`src/iocs_consts.svh`:
```
// Register offsets, field positions, reset values and timing counts for the I/O status block
`ifndef IOCS_CONSTS_SVH
`define IOCS_CONSTS_SVH

// Register byte offsets
`define IOCS_OFF_IN_STAT 12'h000
`define IOCS_OFF_OUT_STAT 12'h004
`define IOCS_OFF_IN_MODE 12'h008
`define IOCS_OFF_IN_INV 12'h00c
`define IOCS_OFF_DEB_BASE 12'h010
`define IOCS_OFF_DEB_LAST 12'h024
`define IOCS_OFF_OUT_CTRL 12'h028
`define IOCS_OFF_RELAY 12'h02c

// Status word fields
`define IOCS_IN_DI_LSB 0
`define IOCS_IN_THERM_BIT 12
`define IOCS_OUT_DO_LSB 2
`define IOCS_OUT_RELAY_LSB 12

// Output control fields, one byte per output
`define IOCS_OC_STRIDE 8
`define IOCS_OC_MODE_BIT 0
`define IOCS_OC_TYPE_LSB 1
`define IOCS_OC_LEVEL_BIT 3

// Input mode and output mode encodings
`define IOCS_IN_MODE_OFF 2'h0
`define IOCS_IN_MODE_DIG 2'h3
`define IOCS_OUT_MODE_OFF 1'h0
`define IOCS_OUT_MODE_DIG 1'h1

// Reset values
`define IOCS_RST_IN_MODE 12'h000
`define IOCS_RST_IN_INV 6'h00
`define IOCS_RST_DEB 16'h000a
`define IOCS_RST_OUT_CTRL 16'h0000
`define IOCS_RST_RELAY 3'h0

// Debounce time base
`define IOCS_CLK_PERIOD_NS 4
`define IOCS_TICK_NS 1000
`define IOCS_TICK_CYC (`IOCS_TICK_NS / `IOCS_CLK_PERIOD_NS)

`endif

```
`src/iocs_pkg.sv`:
```
// Types shared by the I/O status block
`default_nettype none
package iocs_pkg;
  typedef struct packed {
    logic o;
    logic oe;
  } iocs_pin_t;

  typedef enum logic [1:0] {
    IOCS_DRV_TRI = 2'h0,
    IOCS_DRV_SINK = 2'h1,
    IOCS_DRV_SOURCE = 2'h2,
    IOCS_DRV_PUSH = 2'h3
  } iocs_drv_t;

  typedef enum logic {
    IOCS_BUS_IDLE = 1'b0,
    IOCS_BUS_ACK = 1'b1
  } iocs_bus_t;

  typedef struct packed {
    logic mode;
    iocs_drv_t drv;
    logic level;
  } iocs_out_cfg_t;
endpackage : iocs_pkg
`default_nettype wire

```
`src/iocs_debounce.sv`:
```
// Debounce filter for one digital input
`timescale 1ns/1ps
`default_nettype none
module iocs_debounce (
  input wire logic pclk,
  input wire logic presetn,
  input wire logic tick,
  input wire logic raw,
  input wire logic [15:0] limit,
  output logic stable
);
  logic [15:0] cnt_r;
  logic stable_r;

  // Accept a new level only after it stays put for limit ticks
  always_ff @(posedge pclk or negedge presetn) begin
    if (!presetn) begin
      cnt_r <= 16'h0000;
      stable_r <= 1'b0;
    end else if (raw == stable_r) begin
      cnt_r <= 16'h0000;
    end else if (cnt_r >= limit) begin
      stable_r <= raw;
      cnt_r <= 16'h0000;
    end else if (tick) begin
      cnt_r <= cnt_r + 16'h0001;
    end
  end

  assign stable = stable_r;
endmodule : iocs_debounce
`default_nettype wire

```
`src/iocs_top.sv`:
```
// APB-reached digital input, output, relay and thermistor status logic
//
// What this block does
// - Input status bits 0..5 show the six digital inputs in terminal order.
// - Input status bit 12 is high when thermistor resistance exceeds trip level.
// - Output status bits 2,3 show commanded outputs; bits 0-1, 4-11 reserved.
// - Output status bits 12..14 show relays; high means switched to normally-open.
// - Input mode 0 is inactive; mode 3 feeds the input status bit.
// - Input inversion 0 passes the level, 1 inverts it.
// - Each input has its own debounce time; changes must hold that long.
// - All six inputs share the mode encoding, each with own settings.
// - Output mode 0 is inactive, mode 1 enables the digital output.
// - Driver type 0 high impedance, 1 sink, 2 source, 3 push-pull.
//
// The APB register port and the register addresses are this design's own decisions.
`timescale 1ns/1ps
`include "iocs_consts.svh"
`default_nettype none
module iocs_top (
  input wire logic pclk,
  input wire logic presetn,
  input wire logic psel,
  input wire logic penable,
  input wire logic pwrite,
  input wire logic [11:0] paddr,
  input wire logic [31:0] pwdata,
  output logic [31:0] prdata,
  output logic pready,
  output logic pslverr,
  input wire logic dig_in_a,
  input wire logic dig_in_b,
  input wire logic dig_in_c,
  input wire logic dig_in_d,
  input wire logic dig_in_e,
  input wire logic dig_in_f,
  input wire logic thermistor_sense,
  output iocs_pkg::iocs_pin_t dig_out_a,
  output iocs_pkg::iocs_pin_t dig_out_b,
  output logic relay_a,
  output logic relay_b,
  output logic relay_c
);
  import iocs_pkg::*;

  localparam int TICK_MAX = `IOCS_TICK_CYC - 1;

  iocs_bus_t bus_r;
  logic [31:0] prdata_r;
  logic pslverr_r;
  logic [11:0] in_mode_r;
  logic [5:0] in_inv_r;
  logic [15:0] deb_time_r [6];
  logic [15:0] out_ctrl_r;
  logic [2:0] relay_r;
  logic [15:0] in_status_r;
  logic [15:0] out_status_r;
  iocs_pin_t pin_a_r;
  iocs_pin_t pin_b_r;
  logic [7:0] tick_cnt_r;
  logic tick;
  logic [5:0] raw_in;
  logic [5:0] deb_q;
  logic [5:0] in_bits;
  logic [1:0] out_state;
  logic wr_en;
  logic setup;
  logic mapped;
  logic deb_hit;
  logic [2:0] deb_idx;
  logic [31:0] rd_nxt;
  iocs_out_cfg_t cfg_a;
  iocs_out_cfg_t cfg_b;

  assign raw_in = {dig_in_f, dig_in_e, dig_in_d, dig_in_c, dig_in_b, dig_in_a};
  assign cfg_a = {out_ctrl_r[`IOCS_OC_MODE_BIT], out_ctrl_r[`IOCS_OC_TYPE_LSB +: 2], out_ctrl_r[`IOCS_OC_LEVEL_BIT]};
  assign cfg_b = {out_ctrl_r[`IOCS_OC_STRIDE + `IOCS_OC_MODE_BIT], out_ctrl_r[`IOCS_OC_STRIDE + `IOCS_OC_TYPE_LSB +: 2],
    out_ctrl_r[`IOCS_OC_STRIDE + `IOCS_OC_LEVEL_BIT]};

  // APB handshake: read data captured in setup, answered in access
  assign setup = psel && !penable;
  assign pready = (bus_r == IOCS_BUS_ACK);
  assign prdata = prdata_r;
  assign pslverr = pslverr_r;
  assign wr_en = psel && penable && pready && pwrite && !pslverr_r;

  assign deb_hit = (paddr >= `IOCS_OFF_DEB_BASE) && (paddr <= `IOCS_OFF_DEB_LAST) && (paddr[1:0] == 2'h0);
  assign deb_idx = 3'((paddr - `IOCS_OFF_DEB_BASE) >> 2);

  always_comb begin
    mapped = 1'b1;
    rd_nxt = 32'h0000_0000;
    if (deb_hit) begin
      rd_nxt = {16'h0000, deb_time_r[deb_idx]};
    end else begin
      case (paddr)
        `IOCS_OFF_IN_STAT: rd_nxt = {16'h0000, in_status_r};
        `IOCS_OFF_OUT_STAT: rd_nxt = {16'h0000, out_status_r};
        `IOCS_OFF_IN_MODE: rd_nxt = {20'h00000, in_mode_r};
        `IOCS_OFF_IN_INV: rd_nxt = {26'h0000000, in_inv_r};
        `IOCS_OFF_OUT_CTRL: rd_nxt = {16'h0000, out_ctrl_r};
        `IOCS_OFF_RELAY: rd_nxt = {29'h00000000, relay_r};
        default: mapped = 1'b0;
      endcase
    end
  end

  always_ff @(posedge pclk or negedge presetn) begin
    if (!presetn) begin
      bus_r <= IOCS_BUS_IDLE;
    end else begin
      case (bus_r)
        IOCS_BUS_IDLE: if (setup) bus_r <= IOCS_BUS_ACK;
        IOCS_BUS_ACK: bus_r <= IOCS_BUS_IDLE;
        default: bus_r <= IOCS_BUS_IDLE;
      endcase
    end
  end

  always_ff @(posedge pclk or negedge presetn) begin
    if (!presetn) begin
      prdata_r <= 32'h0000_0000;
      pslverr_r <= 1'b0;
    end else if (setup) begin
      prdata_r <= pwrite ? 32'h0000_0000 : rd_nxt;
      pslverr_r <= !mapped;
    end
  end

  // Configuration registers; status words ignore writes
  always_ff @(posedge pclk or negedge presetn) begin
    if (!presetn) begin
      in_mode_r <= `IOCS_RST_IN_MODE;
      in_inv_r <= `IOCS_RST_IN_INV;
      out_ctrl_r <= `IOCS_RST_OUT_CTRL;
      relay_r <= `IOCS_RST_RELAY;
    end else if (wr_en) begin
      case (paddr)
        `IOCS_OFF_IN_MODE: in_mode_r <= pwdata[11:0];
        `IOCS_OFF_IN_INV: in_inv_r <= pwdata[5:0];
        `IOCS_OFF_OUT_CTRL: out_ctrl_r <= pwdata[15:0];
        `IOCS_OFF_RELAY: relay_r <= pwdata[2:0];
        default: ;
      endcase
    end
  end

  // Debounce time base
  always_ff @(posedge pclk or negedge presetn) begin
    if (!presetn) begin
      tick_cnt_r <= 8'h00;
    end else if (tick) begin
      tick_cnt_r <= 8'h00;
    end else begin
      tick_cnt_r <= tick_cnt_r + 8'h01;
    end
  end
  assign tick = (tick_cnt_r == 8'(TICK_MAX));

  // Per-input settings and filter, same encoding for all
  for (genvar i = 0; i < 6; i++) begin : g_in
    always_ff @(posedge pclk or negedge presetn) begin
      if (!presetn) begin
        deb_time_r[i] <= `IOCS_RST_DEB;
      end else if (wr_en && deb_hit && deb_idx == 3'(i)) begin
        deb_time_r[i] <= pwdata[15:0];
      end
    end

    iocs_debounce u_deb (
      .pclk(pclk),
      .presetn(presetn),
      .tick(tick),
      .raw(raw_in[i]),
      .limit(deb_time_r[i]),
      .stable(deb_q[i])
    );

    // Debounce, then invert, then gate by mode
    assign in_bits[i] = (in_mode_r[2*i +: 2] == `IOCS_IN_MODE_DIG) && (deb_q[i] ^ in_inv_r[i]);
  end

  // Input status word
  always_ff @(posedge pclk or negedge presetn) begin
    if (!presetn) begin
      in_status_r <= 16'h0000;
    end else begin
      in_status_r <= 16'h0000;
      in_status_r[`IOCS_IN_DI_LSB +: 6] <= in_bits;
      in_status_r[`IOCS_IN_THERM_BIT] <= thermistor_sense;
    end
  end

  // Commanded output state when enabled
  assign out_state[0] = (cfg_a.mode == `IOCS_OUT_MODE_DIG) && cfg_a.level;
  assign out_state[1] = (cfg_b.mode == `IOCS_OUT_MODE_DIG) && cfg_b.level;

  function automatic iocs_pin_t drive(input iocs_out_cfg_t c);
    iocs_pin_t p;
    p.o = 1'b0;
    p.oe = 1'b0;
    if (c.mode == `IOCS_OUT_MODE_DIG) begin
      case (c.drv)
        IOCS_DRV_TRI: p.oe = 1'b0;
        IOCS_DRV_SINK: p.oe = c.level;
        IOCS_DRV_SOURCE: begin
          p.o = 1'b1;
          p.oe = c.level;
        end
        IOCS_DRV_PUSH: begin
          p.o = c.level;
          p.oe = 1'b1;
        end
        default: p.oe = 1'b0;
      endcase
    end
    return p;
  endfunction : drive

  // Driver type selects how the pin is driven
  always_ff @(posedge pclk or negedge presetn) begin
    if (!presetn) begin
      pin_a_r <= '0;
      pin_b_r <= '0;
    end else begin
      pin_a_r <= drive(cfg_a);
      pin_b_r <= drive(cfg_b);
    end
  end
  assign dig_out_a = pin_a_r;
  assign dig_out_b = pin_b_r;
  assign relay_a = relay_r[0];
  assign relay_b = relay_r[1];
  assign relay_c = relay_r[2];

  // Output status word
  always_ff @(posedge pclk or negedge presetn) begin
    if (!presetn) begin
      out_status_r <= 16'h0000;
    end else begin
      out_status_r <= 16'h0000;
      out_status_r[`IOCS_OUT_DO_LSB +: 2] <= out_state;
      out_status_r[`IOCS_OUT_RELAY_LSB +: 3] <= relay_r;
    end
  end

  // Checks
  property p_in_map;
    @(posedge pclk) disable iff (!presetn)
    ##1 in_status_r[5:0] == $past(in_bits);
  endproperty
  a_in_map: assert property (p_in_map) else $error("input status does not follow inputs");

  property p_therm;
    @(posedge pclk) disable iff (!presetn)
    $rose(thermistor_sense) |=> in_status_r[12];
  endproperty
  a_therm: assert property (p_therm) else $error("thermistor bit missed");

  property p_out_stat;
    @(posedge pclk) disable iff (!presetn)
    (cfg_a.mode && cfg_a.level) |=> out_status_r[2];
  endproperty
  a_out_stat: assert property (p_out_stat) else $error("output status bit 2 wrong");

  property p_relay;
    @(posedge pclk) disable iff (!presetn)
    wr_en && paddr == `IOCS_OFF_RELAY |=> ##1 out_status_r[14:12] == $past(pwdata[2:0], 2);
  endproperty
  a_relay: assert property (p_relay) else $error("relay status lags command");

  property p_in_off;
    @(posedge pclk) disable iff (!presetn)
    in_mode_r[1:0] != `IOCS_IN_MODE_DIG |=> !in_status_r[0];
  endproperty
  a_in_off: assert property (p_in_off) else $error("inactive input reported");

  property p_inv;
    @(posedge pclk) disable iff (!presetn)
    in_mode_r[1:0] == `IOCS_IN_MODE_DIG |=> in_status_r[0] == ($past(deb_q[0]) ^ $past(in_inv_r[0]));
  endproperty
  a_inv: assert property (p_inv) else $error("inversion not applied");

  property p_deb;
    @(posedge pclk) disable iff (!presetn)
    $changed(deb_q[0]) |-> $past(raw_in[0]) == deb_q[0]
      && ($past(deb_time_r[0]) == 16'h0000 || $past(raw_in[0], 2) == deb_q[0]);
  endproperty
  a_deb: assert property (p_deb) else $error("filter took an unsettled level");

  property p_in_f_off;
    @(posedge pclk) disable iff (!presetn)
    in_mode_r[11:10] == `IOCS_IN_MODE_OFF |=> !in_status_r[5];
  endproperty
  a_in_f_off: assert property (p_in_f_off) else $error("input f mode ignored");

  property p_out_off;
    @(posedge pclk) disable iff (!presetn)
    !cfg_a.mode |=> !dig_out_a.oe && !out_status_r[2];
  endproperty
  a_out_off: assert property (p_out_off) else $error("inactive output drives");

  property p_sink;
    @(posedge pclk) disable iff (!presetn)
    cfg_b.mode && cfg_b.drv == IOCS_DRV_SINK |=> !dig_out_b.o && (dig_out_b.oe == $past(cfg_b.level));
  endproperty
  a_sink: assert property (p_sink) else $error("sink output drives high");

  property p_tri;
    @(posedge pclk) disable iff (!presetn)
    cfg_a.drv == IOCS_DRV_TRI |=> !dig_out_a.oe;
  endproperty
  a_tri: assert property (p_tri) else $error("tri-state output enabled");

  property p_order;
    @(posedge pclk) disable iff (!presetn)
    in_mode_r[3:2] == `IOCS_IN_MODE_DIG && !in_inv_r[1] |=> in_status_r[1] == $past(deb_q[1]);
  endproperty
  a_order: assert property (p_order) else $error("status not from filtered level");

  property p_resv;
    @(posedge pclk) disable iff (!presetn)
    in_status_r[11:6] == 6'h00 && in_status_r[15:13] == 3'h0 && out_status_r[1:0] == 2'h0
      && out_status_r[11:4] == 8'h00 && !out_status_r[15];
  endproperty
  a_resv: assert property (p_resv) else $error("reserved status bit set");

  property p_ro;
    @(posedge pclk) disable iff (!presetn)
    setup && pwrite && paddr == `IOCS_OFF_IN_STAT |=> pready && !pslverr;
  endproperty
  a_ro: assert property (p_ro) else $error("status write not answered cleanly");

  property p_answer;
    @(posedge pclk) disable iff (!presetn)
    setup |=> pready ##1 !pready;
  endproperty
  a_answer: assert property (p_answer) else $error("APB answer timing wrong");

  c_deb: cover property (@(posedge pclk) disable iff (!presetn) $rose(deb_q[2]));
  c_push: cover property (@(posedge pclk) disable iff (!presetn) $rose(dig_out_a.oe) && dig_out_a.o);
  c_err: cover property (@(posedge pclk) disable iff (!presetn) pready && pslverr);
  c_inv: cover property (@(posedge pclk) disable iff (!presetn) in_inv_r[0] && in_status_r[0]);
endmodule : iocs_top
`default_nettype wire

```
`config.mk`:
```
export PLATFORM = sky130hd
export DESIGN_NAME = iocs_top
export DESIGN_NICKNAME = d
export VERILOG_FILES = /design/src/iocs_pkg.sv /design/src/iocs_debounce.sv /design/src/iocs_top.sv
export VERILOG_INCLUDE_DIRS = /design/src /design/src/src
export SDC_FILE = /design/constraint.sdc
export NUM_CORES = 1
export LEC_CHECK = 0
export ABC_CLOCK_PERIOD_IN_PS = 3650
export BUFFER_PORTS_ARGS = -buffer_cell sky130_fd_sc_hd__buf_2
export CORE_MARGIN = 2
export CORE_UTILIZATION = 55
export DETAILED_ROUTE_END_ITERATION = 12
export PLACE_DENSITY = 0.73
export SETUP_SLACK_MARGIN = 0.1
export SKIP_CTS_REPAIR_TIMING = 1
export SYNTH_ARGS = -nofsm -noshare
export SYNTH_HDL_FRONTEND = slang
export SYNTH_SLANG_ARGS = --single-unit
```
`constraint.sdc`:
```
create_clock -name pclk -period 3.65 [get_ports pclk]
set_input_delay 0.365 -clock pclk [delete_from_list [all_inputs] [get_ports pclk]]
set_output_delay 0.365 -clock pclk [all_outputs]
set_load 0.005 [all_outputs]
```
==> flow_metrics.env, run 1 <==
export IMPL_start_util_pct=55.5
export IMPL_dpl_cell_area_mm2=0.0161
export IMPL_power_share_clock_pct=48.6
export IMPL_synthTopCellsByArea="dfrtp_1 (43%), mux2_2 (9.1%), ha_1 (9.0%), xor2_1 (3.9%), nor2_1 (3.5%)"
export IMPL_r2r_slack_ps=880
export IMPL_ir_drop_mv=0.340
export IMPL_dp_hpwl_mm=27.0
export IMPL_synth_edff_count=0
export IMPL_slew_violations=0
export IMPL_routed_wl_mm=37.6
export IMPL_num_antenna_cells=0
export IMPL_design_area_mm2=0.0171
export IMPL_dpl_cell_count=1872
export IMPL_critPathLaunch="tick_cnt_r[1]"
export IMPL_fill_cells=2227
export IMPL_ios=97
export IMPL_ys_async_sr_fraction_pct=100
export IMPL_r2r_cells=8
export IMPL_p_sw_mw=1.45
export IMPL_port_buffers=64
export IMPL_power_leakage_nw=7.74
export IMPL_vias_per_cell=5.80
export IMPL_num_vias=11195
export IMPL_row_count=61
export IMPL_final_util_pct=62.0
export IMPL_synth_flop_cell="dfrtp_1"
export IMPL_synth_seq_area_share_pct=45.3
export IMPL_worst_pin_slew_ps=1260
export IMPL_syn_avg_cell_area_um2=10.5
export IMPL_fin_crit_sh_pct=75.8
export IMPL_dr_pass1_iters=5
export IMPL_grt_pass1_wl_mm=60.4
export IMPL_swShare_pct=22.3
export IMPL_final_common_cell="dfrtp_1"
export IMPL_hp_class="in2reg"
export IMPL_dr_first_iter_drc_count=698
export IMPL_p_int_mw=5.05
export IMPL_final_hold_violation_count=0
export IMPL_die_width_um=171
export IMPL_floorplan_die_height_um=171
export IMPL_ys_warn_count=0
export IMPL_synth_area_mm2=0.0153
export IMPL_end_kind="flip-flop"
export IMPL_track_usage_pct=26.6
export IMPL_r2r_end="g_in[4].u_deb.cnt_r[8]"
export IMPL_clk_pin_slew_ps=60
export IMPL_critPathKind="reg2reg"
export IMPL_power_frac_comb_pct=3.8
export IMPL_p_per_area_mw_per_mm2=380
export IMPL_grt_max_degree=98
export IMPL_route_detailed_drc=0
export IMPL_synth_top_area_cell="dfrtp_1"
export IMPL_seq_power_share_pct=47.6
export IMPL_fmax_mhz=361
export IMPL_routabilityCongestion=0.887
export IMPL_yosys_register_bits=277
export IMPL_fin_nets=1694
export IMPL_critPathMaxFanout=9
export IMPL_critPathArrivalTime_ps=3220
export IMPL_cts_made_buffers=30
export IMPL_ys_types=62
export IMPL_drive_gt1_share_pct=19.3
export IMPL_insertion_delay_ps=570
export IMPL_worstPathRequired_ps=4100
export IMPL_clock_sinks=277
export IMPL_root_buffer="clkbuf_16"
export IMPL_area_delta_synth_final_pct=11.7
export IMPL_final_instance_count_excl_fill=1929
export IMPL_drv_cap=0
export IMPL_grt_overflow=0
export IMPL_skew_ps=21.3
export IMPL_relSlewSlack_pct=15.7
export IMPL_fin_crit_ps=2770
export IMPL_netlist_instances=1455
export IMPL_setup_viol=0
export IMPL_layout_common_cells="dfrtp_1 (265), nor2_1 (140), mux2_2 (124), inv_1 (113), ha_1 (110)"
export IMPL_cts_tree="yes"
export IMPL_clockBufferDepth=3
export IMPL_endpoint="g_in[4].u_deb.cnt_r[8]"
export IMPL_outcome="completed"
export IMPL_cp_start_kind="flip-flop"
export IMPL_rsz0062_at_grt="false"
export IMPL_totalPowerFinal_mw=6.50
export IMPL_post_drt_wl_per_cell_um=19.5
export IMPL_grt_pass1_vias=11202
export IMPL_tns_ps=0
export IMPL_die_area_mm2=0.0292
export IMPL_coreArea_mm2=0.0276
export IMPL_ant_nets=0
export IMPL_synth_top_area_share_pct=43.3
export IMPL_rr_startpoint="tick_cnt_r[1]"
export IMPL_antenna_found_initial=1
export IMPL_cts_max_level=1
## state kept, by name, indices dropped and copies added (netlist names), 2 cells and up
register / count
g_in.u_deb.cnt_r: 96
in_mode_r: 12
in_status_r: 7
dig_out_a: 2
deb_time_r: 96
prdata: 16
tick_cnt_r: 8
dig_out_b: 2
out_ctrl_r: 16
g_in.u_deb.stable: 6
in_inv_r: 6
out_status_r: 5
relay_r: 3
## per-layer routing
layer	vias up	GRT usage, %	part of all wire [%]
met5	-	0	0.035
met4	2	9.95	4.1
met3	93	4.72	6.1
met2	348	43.9	47
met1	5515	35.3	43
li1	5237	-	-
## cells by family after synthesis
group	share of synthesized area [%]
simple gates	13.9
xor+xnor	6.06
fa+ha+maj	8.98
flops	45.3
mux	13.5
buf+inv	4.95
other cells	0.0245
compound gates	7.23
## cells in the mapped netlist, types with 13 or more instances
master and count:
mux2i_1 20, mux2_2 124, mux4_2 16, buf_4 20
nor2_1 141, clkbuf_1 35, nand3_1 44, a21oi_1 58
nand4_1 44, nand2_1 104, and4_1 13, xnor2_1 38
dfrtp_1 265, o21ai_0 43, xor2_1 68, and3_1 20
ha_1 110, inv_1 113
## critical path, stage by stage, from the launching register on
cell and delay, ps:
dfrtp_1 400, inv_1 60, ha_1 150, nand4b_1 380, buf_4 350, nor4_1 840, and4_1 310, xnor2_1 120
nor2_1 50
## final cells by class
type / count / area (um2) / share of cell area [%]
Timing Repair Buffer: 91 / 563 / 3.29
Clock inverter: 10 / 140 / 0.818
Clock buffer: 45 / 897 / 5.24
Multi-Input combinational cell: 1015 / 7680 / 44.9
Sequential cell: 277 / 6950 / 40.6
Tap cell: 378 / 473 / 2.76
Inverter: 113 / 424 / 2.48
## how the worst min path moves through the flow
| stage | depth (start not counted) | slack (ps) | to | start |
|---|---|---|---|---|
| final | 2 | 10 | prdata[15] | pwrite |
| after global routing | 2 | 20 | prdata[15] | pwrite |
| after CTS | 1 | -140 | dig_out_b[0] | presetn |
| after detailed placement | 0 | 440 | out_status_r[12] | relay_r[0] |
| after global placement | 0 | 430 | out_status_r[12] | relay_r[0] |
| after floorplan | 0 | 70 | deb_time_r[0] | presetn |
## power by group through the flow
stage	clock (mW)	combinational [mW]	sequential, mW
3_5_place_dp	0	0.243	3.15
5_1_grt	3.34	0.272	3.10
3_3_place_gp	0	0.239	3.15
4_1_cts	3.20	0.244	3.10
2_1_floorplan	0	0.0991	3.15
6_report	3.16	0.246	3.10
## metrics by stage
| step | worst slack [ps] | hold slack (ps) |
|---|---|---|
| 2_1_floorplan | 1280 | 69.4 |
| 3_3_place_gp | 920 | 429 |
| 3_5_place_dp | 855 | 439 |
| 4_1_cts | 892 | -141 |
| 5_1_grt | 665 | 23.6 |
| 6_report | 883 | 13.1 |
Note: power is estimated with default switching activity, not from simulation.
==> inputs of run 2 (changes only) <==
ABC_CLOCK_PERIOD_IN_PS = 2600   (was 3650)
clock period = 2.6 ns   (was 3.65 ns; I/O delays follow)
==> run 2 against run 1 <==
- die area unchanged
- power up 43%
- non-clock buffer count up 32
- clock-buffer cell count down 5
- critical path type unchanged
- critical endpoint is now deb_time_r[80]
==> flow_metrics.env, run 2 (synthesis gave the netlist of run 1 again) <==
export IMPL_outcome="completed"
export IMPL_clockBufferDepth=3
export IMPL_critPathArrivalTime_ps=2700
export IMPL_final_common_cell="dfrtp_1"
export IMPL_die_area_mm2=0.0292
export IMPL_critPathKind="reg2reg"
export IMPL_dr_first_iter_drc_count=736
export IMPL_reg_top3="deb_time_r x96, g_in.u_deb.cnt_r x96"
export IMPL_route_detailed_drc=0
export IMPL_power_leakage_nw=7.92
export IMPL_fin_nets=1726
export IMPL_slowest_delay_ps=770
export IMPL_floorplan_die_height_um=171
export IMPL_rsz0062_at_grt="false"
export IMPL_port_buffers=64
export IMPL_grt_pass1_wl_mm=61.6
export IMPL_slew_violations=0
export IMPL_ios=97
export IMPL_ir_drop_mv=0.503
export IMPL_end_kind="flip-flop"
export IMPL_regArea_mm2=0.00695
export IMPL_final_hold_violation_count=0
export IMPL_worst_pin_slew_ps=787
export IMPL_fill_cells=2209
export IMPL_row_count=61
export IMPL_post_drt_wl_per_cell_um=19.7
export IMPL_p_per_area_mw_per_mm2=533
export IMPL_clk_pin_slew_ps=60
export IMPL_relSlewSlack_pct=47.4
export IMPL_finalWorstSetupSlack_ps=324
export IMPL_dp_worst_setup_slack_ps=155
export IMPL_fmax_mhz=439
export IMPL_tns_ps=0
export IMPL_fin_crit_ps=2280
export IMPL_root_buffer="clkbuf_16"
export IMPL_cts_max_level=1
export IMPL_coreArea_mm2=0.0276
export IMPL_grt_use_met3_pct=3.40
export IMPL_setup_viol=0
export IMPL_dp_hpwl_mm=28.2
export IMPL_cts_made_buffers=30
export IMPL_path_cells="nand4_1 -> or4_1 -> nor3_4 -> buf_12 -> mux2_2"
export IMPL_area_delta_synth_final_pct=14.1
export IMPL_use_met1_pct=36.6
export IMPL_dr_pass1_iters=5
export IMPL_grt_pass1_vias=11330
export IMPL_start_util_pct=55.5
export IMPL_multi_input_area_mm2=0.00768
export IMPL_cts_tree="yes"
export IMPL_use_met2_pct=46.0
export IMPL_cp_slowest_cell="or4_1"
export IMPL_critPathMaxFanout=16
export IMPL_routed_wl_mm=38.6
export IMPL_top_usage_layer="met2"
export IMPL_drive_gt1_share_pct=20.9
export IMPL_grt_overflow=0
export IMPL_clock_sinks=277
export IMPL_insertion_delay_ps=570
export IMPL_ant_nets=0
export IMPL_track_usage_pct=27.2
export IMPL_skew_ps=30.1
export IMPL_hp_class="in2reg"
export IMPL_num_antenna_cells=0
export IMPL_cp_start_kind="flip-flop"
export IMPL_layout_common_cells="dfrtp_1 (265), nor2_1 (140), mux2_2 (124), inv_1 (113), ha_1 (110)"
export IMPL_num_vias=11340
export IMPL_fin_crit_sh_pct=87.6
export IMPL_vias_per_cell=5.78
export IMPL_die_width_um=171
export IMPL_totalPowerFinal_mw=9.33
export IMPL_routabilityCongestion=0.907
export IMPL_grt_max_degree=80
export IMPL_drv_cap=0
export IMPL_worstPathRequired_ps=3030
export IMPL_antenna_found_initial=0
-- run 2: per-layer routing --
layer / vias up / share of wire [%]
met2: 338 / 48
met5: - / 0
met3: 85 / 5.1
li1: 5295 / -
met4: 0 / 3.6
met1: 5622 / 43
-- run 2: path summary, 6_finish.rpt --
check	start	endpoint	slack (ps)	cells after the start
worst max-delay path	pready	deb_time_r[80]	320	5
worst min-delay path	dig_in_d	g_in[3].u_deb.stable	20	2
worst min register to register	pready	pready	460	1
max in group asynchronous	presetn	deb_time_r[1]	1500	3
worst max register to register	pready	deb_time_r[80]	320	5
min in group asynchronous	presetn	out_ctrl_r[9]	290	2
-- run 2: metrics by stage --
step,hold slack [ps],instances,utilization (%),cell area [um2]
5_1_grt,2.88,1961,63.3,17500
3_5_place_dp,305,1900,59.2,16400
6_report,17.9,1961,63.3,17500
4_1_cts,-294,1955,63.1,17400
3_3_place_gp,296,1900,59.2,16400
2_1_floorplan,-35.6,1470,-,15400
-- run 2: worst max-delay path: cells and delay by family, from the launching register on --
kind | cells | cell delay [ps]
muxes | 1 | 350
DFF | 1 | 370
and+or+nand+nor | 3 | 1220
buffers and inverters | 1 | 190
-- run 2: report_power, final --
| part | internal (mW) | switching (mW) |
|---|---|---|
| clock network | 2.81 | 1.80 |
| registers | 4.33 | 0.0178 |
| logic | 0.113 | 0.257 |
| total | 7.25 | 2.07 |
-- run 2: final cells by class --
type / instances / share of cell area [%]
clock inverter: 15 / 1.28
inverter: 113 / 2.42
tap: 378 / 2.70
clock buffer: 40 / 4.91
sequential: 277 / 39.7
timing repair buffer: 123 / 5.08
multi-input combinational: 1015 / 43.9
==> inputs of run 3 (changes only) <==
CORE_ASPECT_RATIO = 1.75   (was unset)
PLACE_DENSITY = 0.79   (was 0.73)
==> run 3 against run 2 <==
- first-iteration DRC count increased by 15%
- utilization decreased by 0.25 points
- die area increased by 0.18%
- clock skew decreased by 21 ps
- sequential power about the same
- fmax decreased by 1.5%
- register-to-register slack got worse by 40 ps
- sequential share of layout area increased by 0.60 points
- hold slack got worse by 15 ps
- global-route usage increased by 0.79 points
- via count increased by 1.6%
- clock power decreased by 19%
- largest cell class unchanged
- largest power group is now sequential cells
==> flow_metrics.env, run 3 (synthesis gave the netlist of run 1 again) <==
export IMPL_start_util_pct=56.1
export IMPL_ant_nets=0
export IMPL_final_hold_violation_count=0
export IMPL_dp_hpwl_mm=29.6
export IMPL_cts_max_level=1
export IMPL_fmax_mhz=433
export IMPL_die_area_mm2=0.0293
export IMPL_num_antenna_cells=0
export IMPL_multi_input_area_mm2=0.00768
export IMPL_drive_gt1_share_pct=20.3
export IMPL_layout_common_cells="dfrtp_1 (265), nor2_1 (140), mux2_2 (124), inv_1 (113), ha_1 (110)"
export IMPL_grt_max_degree=87
export IMPL_tns_ps=0
export IMPL_ios=97
export IMPL_cp_start_kind="flip-flop"
export IMPL_port_buffers=64
export IMPL_skew_ps=9.15
export IMPL_fill_cells=2131
export IMPL_r2r_slack_ps=290
export IMPL_fin_nets=1720
export IMPL_clk_pin_slew_ps=70
export IMPL_routed_wl_mm=40.2
export IMPL_routabilityCongestion=0.947
export IMPL_critPathMaxFanout=16
export IMPL_reg_top3="deb_time_r x96, g_in.u_deb.cnt_r x96"
export IMPL_dr_pass1_iters=5
export IMPL_coreArea_mm2=0.0273
export IMPL_cts_made_buffers=25
export IMPL_root_buffer="clkbuf_16"
export IMPL_grt_pass1_vias=11869
export IMPL_relSlewSlack_pct=42.4
export IMPL_antenna_found_initial=0
export IMPL_post_drt_wl_per_cell_um=20.7
export IMPL_grt_pass1_wl_mm=63.0
export IMPL_end_kind="flip-flop"
export IMPL_design_area_mm2=0.0172
export IMPL_dpl_cell_count=1890
export IMPL_floorplan_die_height_um=225
export IMPL_setup_viol=0
export IMPL_p_per_area_mw_per_mm2=491
export IMPL_regArea_mm2=0.00695
export IMPL_slew_violations=0
export IMPL_ir_drop_mv=0.370
export IMPL_worstPathRequired_ps=3010
export IMPL_clock_sinks=277
export IMPL_area_delta_synth_final_pct=12.4
export IMPL_insertion_delay_ps=540
export IMPL_fin_crit_sh_pct=88.9
export IMPL_drv_cap=0
export IMPL_outcome="completed"
export IMPL_vias_per_cell=5.94
export IMPL_critPathKind="reg2reg"
export IMPL_row_count=80
export IMPL_critPathArrivalTime_ps=2720
export IMPL_dpl_cell_area_mm2=0.0164
export IMPL_clockBufferDepth=3
export IMPL_cts_tree="yes"
export IMPL_power_leakage_nw=7.82
export IMPL_hp_class="in2reg"
export IMPL_route_detailed_drc=0
export IMPL_fin_crit_ps=2310
export IMPL_final_common_cell="dfrtp_1"
export IMPL_worst_pin_slew_ps=862
export IMPL_grt_overflow=0
export IMPL_final_instance_count_excl_fill=1941
export IMPL_track_usage_pct=28.0
export IMPL_dr_first_iter_drc_count=849
export IMPL_rsz0062_at_grt="false"
export IMPL_num_vias=11521
export IMPL_hold_ws_ps=2.93
export IMPL_totalPowerFinal_mw=8.47
export IMPL_die_width_um=130
## run 3: per-layer routing
metal	part of all wire, %	wire [um]	up-vias	global-route usage, %
met5	0	0	-	0
met1	36	14300	5681	30.2
met4	7.1	2840	0	17.4
met2	52	21100	408	50.9
li1	-	-	5270	-
met3	4.8	1940	162	3.57
## run 3: worst paths after layout
| check | depth (start not counted) | from | end |
|---|---|---|---|
| max in group asynchronous | 3 | presetn | deb_time_r[3] |
| hold / removal | 2 | dig_in_e | g_in[4].u_deb.stable |
| min in group asynchronous | 2 | presetn | g_in[2].u_deb.cnt_r[11] |
| hold reg to reg | 0 | relay_r[1] | out_status_r[13] |
| setup / recovery | 5 | pready | deb_time_r[85] |
| setup reg to reg | 5 | pready | deb_time_r[85] |
## run 3: final cells by class
| cell class | instances | area share [%] |
|---|---|---|
| well taps | 369 | 2.68 |
| repair buffers | 122 | 5.23 |
| flip-flops and latches | 277 | 40.3 |
| inverters | 113 | 2.46 |
| multi-input cells | 1015 | 44.6 |
| clock inverters | 8 | 0.523 |
| clock buffers | 37 | 4.24 |
## run 3: worst max-delay path, stage by stage (launching register included)
cell	delay (ps)
dfrtp_1	380
nand4_1	220
or4_1	800
nor3_4	240
buf_12	180
mux2_1	360
## run 3: power by group
group	switching, mW	total (mW)	internal, mW
Combinational	0.263	0.376	0.113
Clock	1.61	3.75	2.14
Sequential	0.0171	4.34	4.33
## run 3: stage by stage
stage          util (%)  worst slack, ps
2_1_floorplan         -              335
3_3_place_gp       59.9              124
3_5_place_dp       59.9             84.9
4_1_cts            62.9             66.9
5_1_grt            63.1              179
6_report           63.1              288
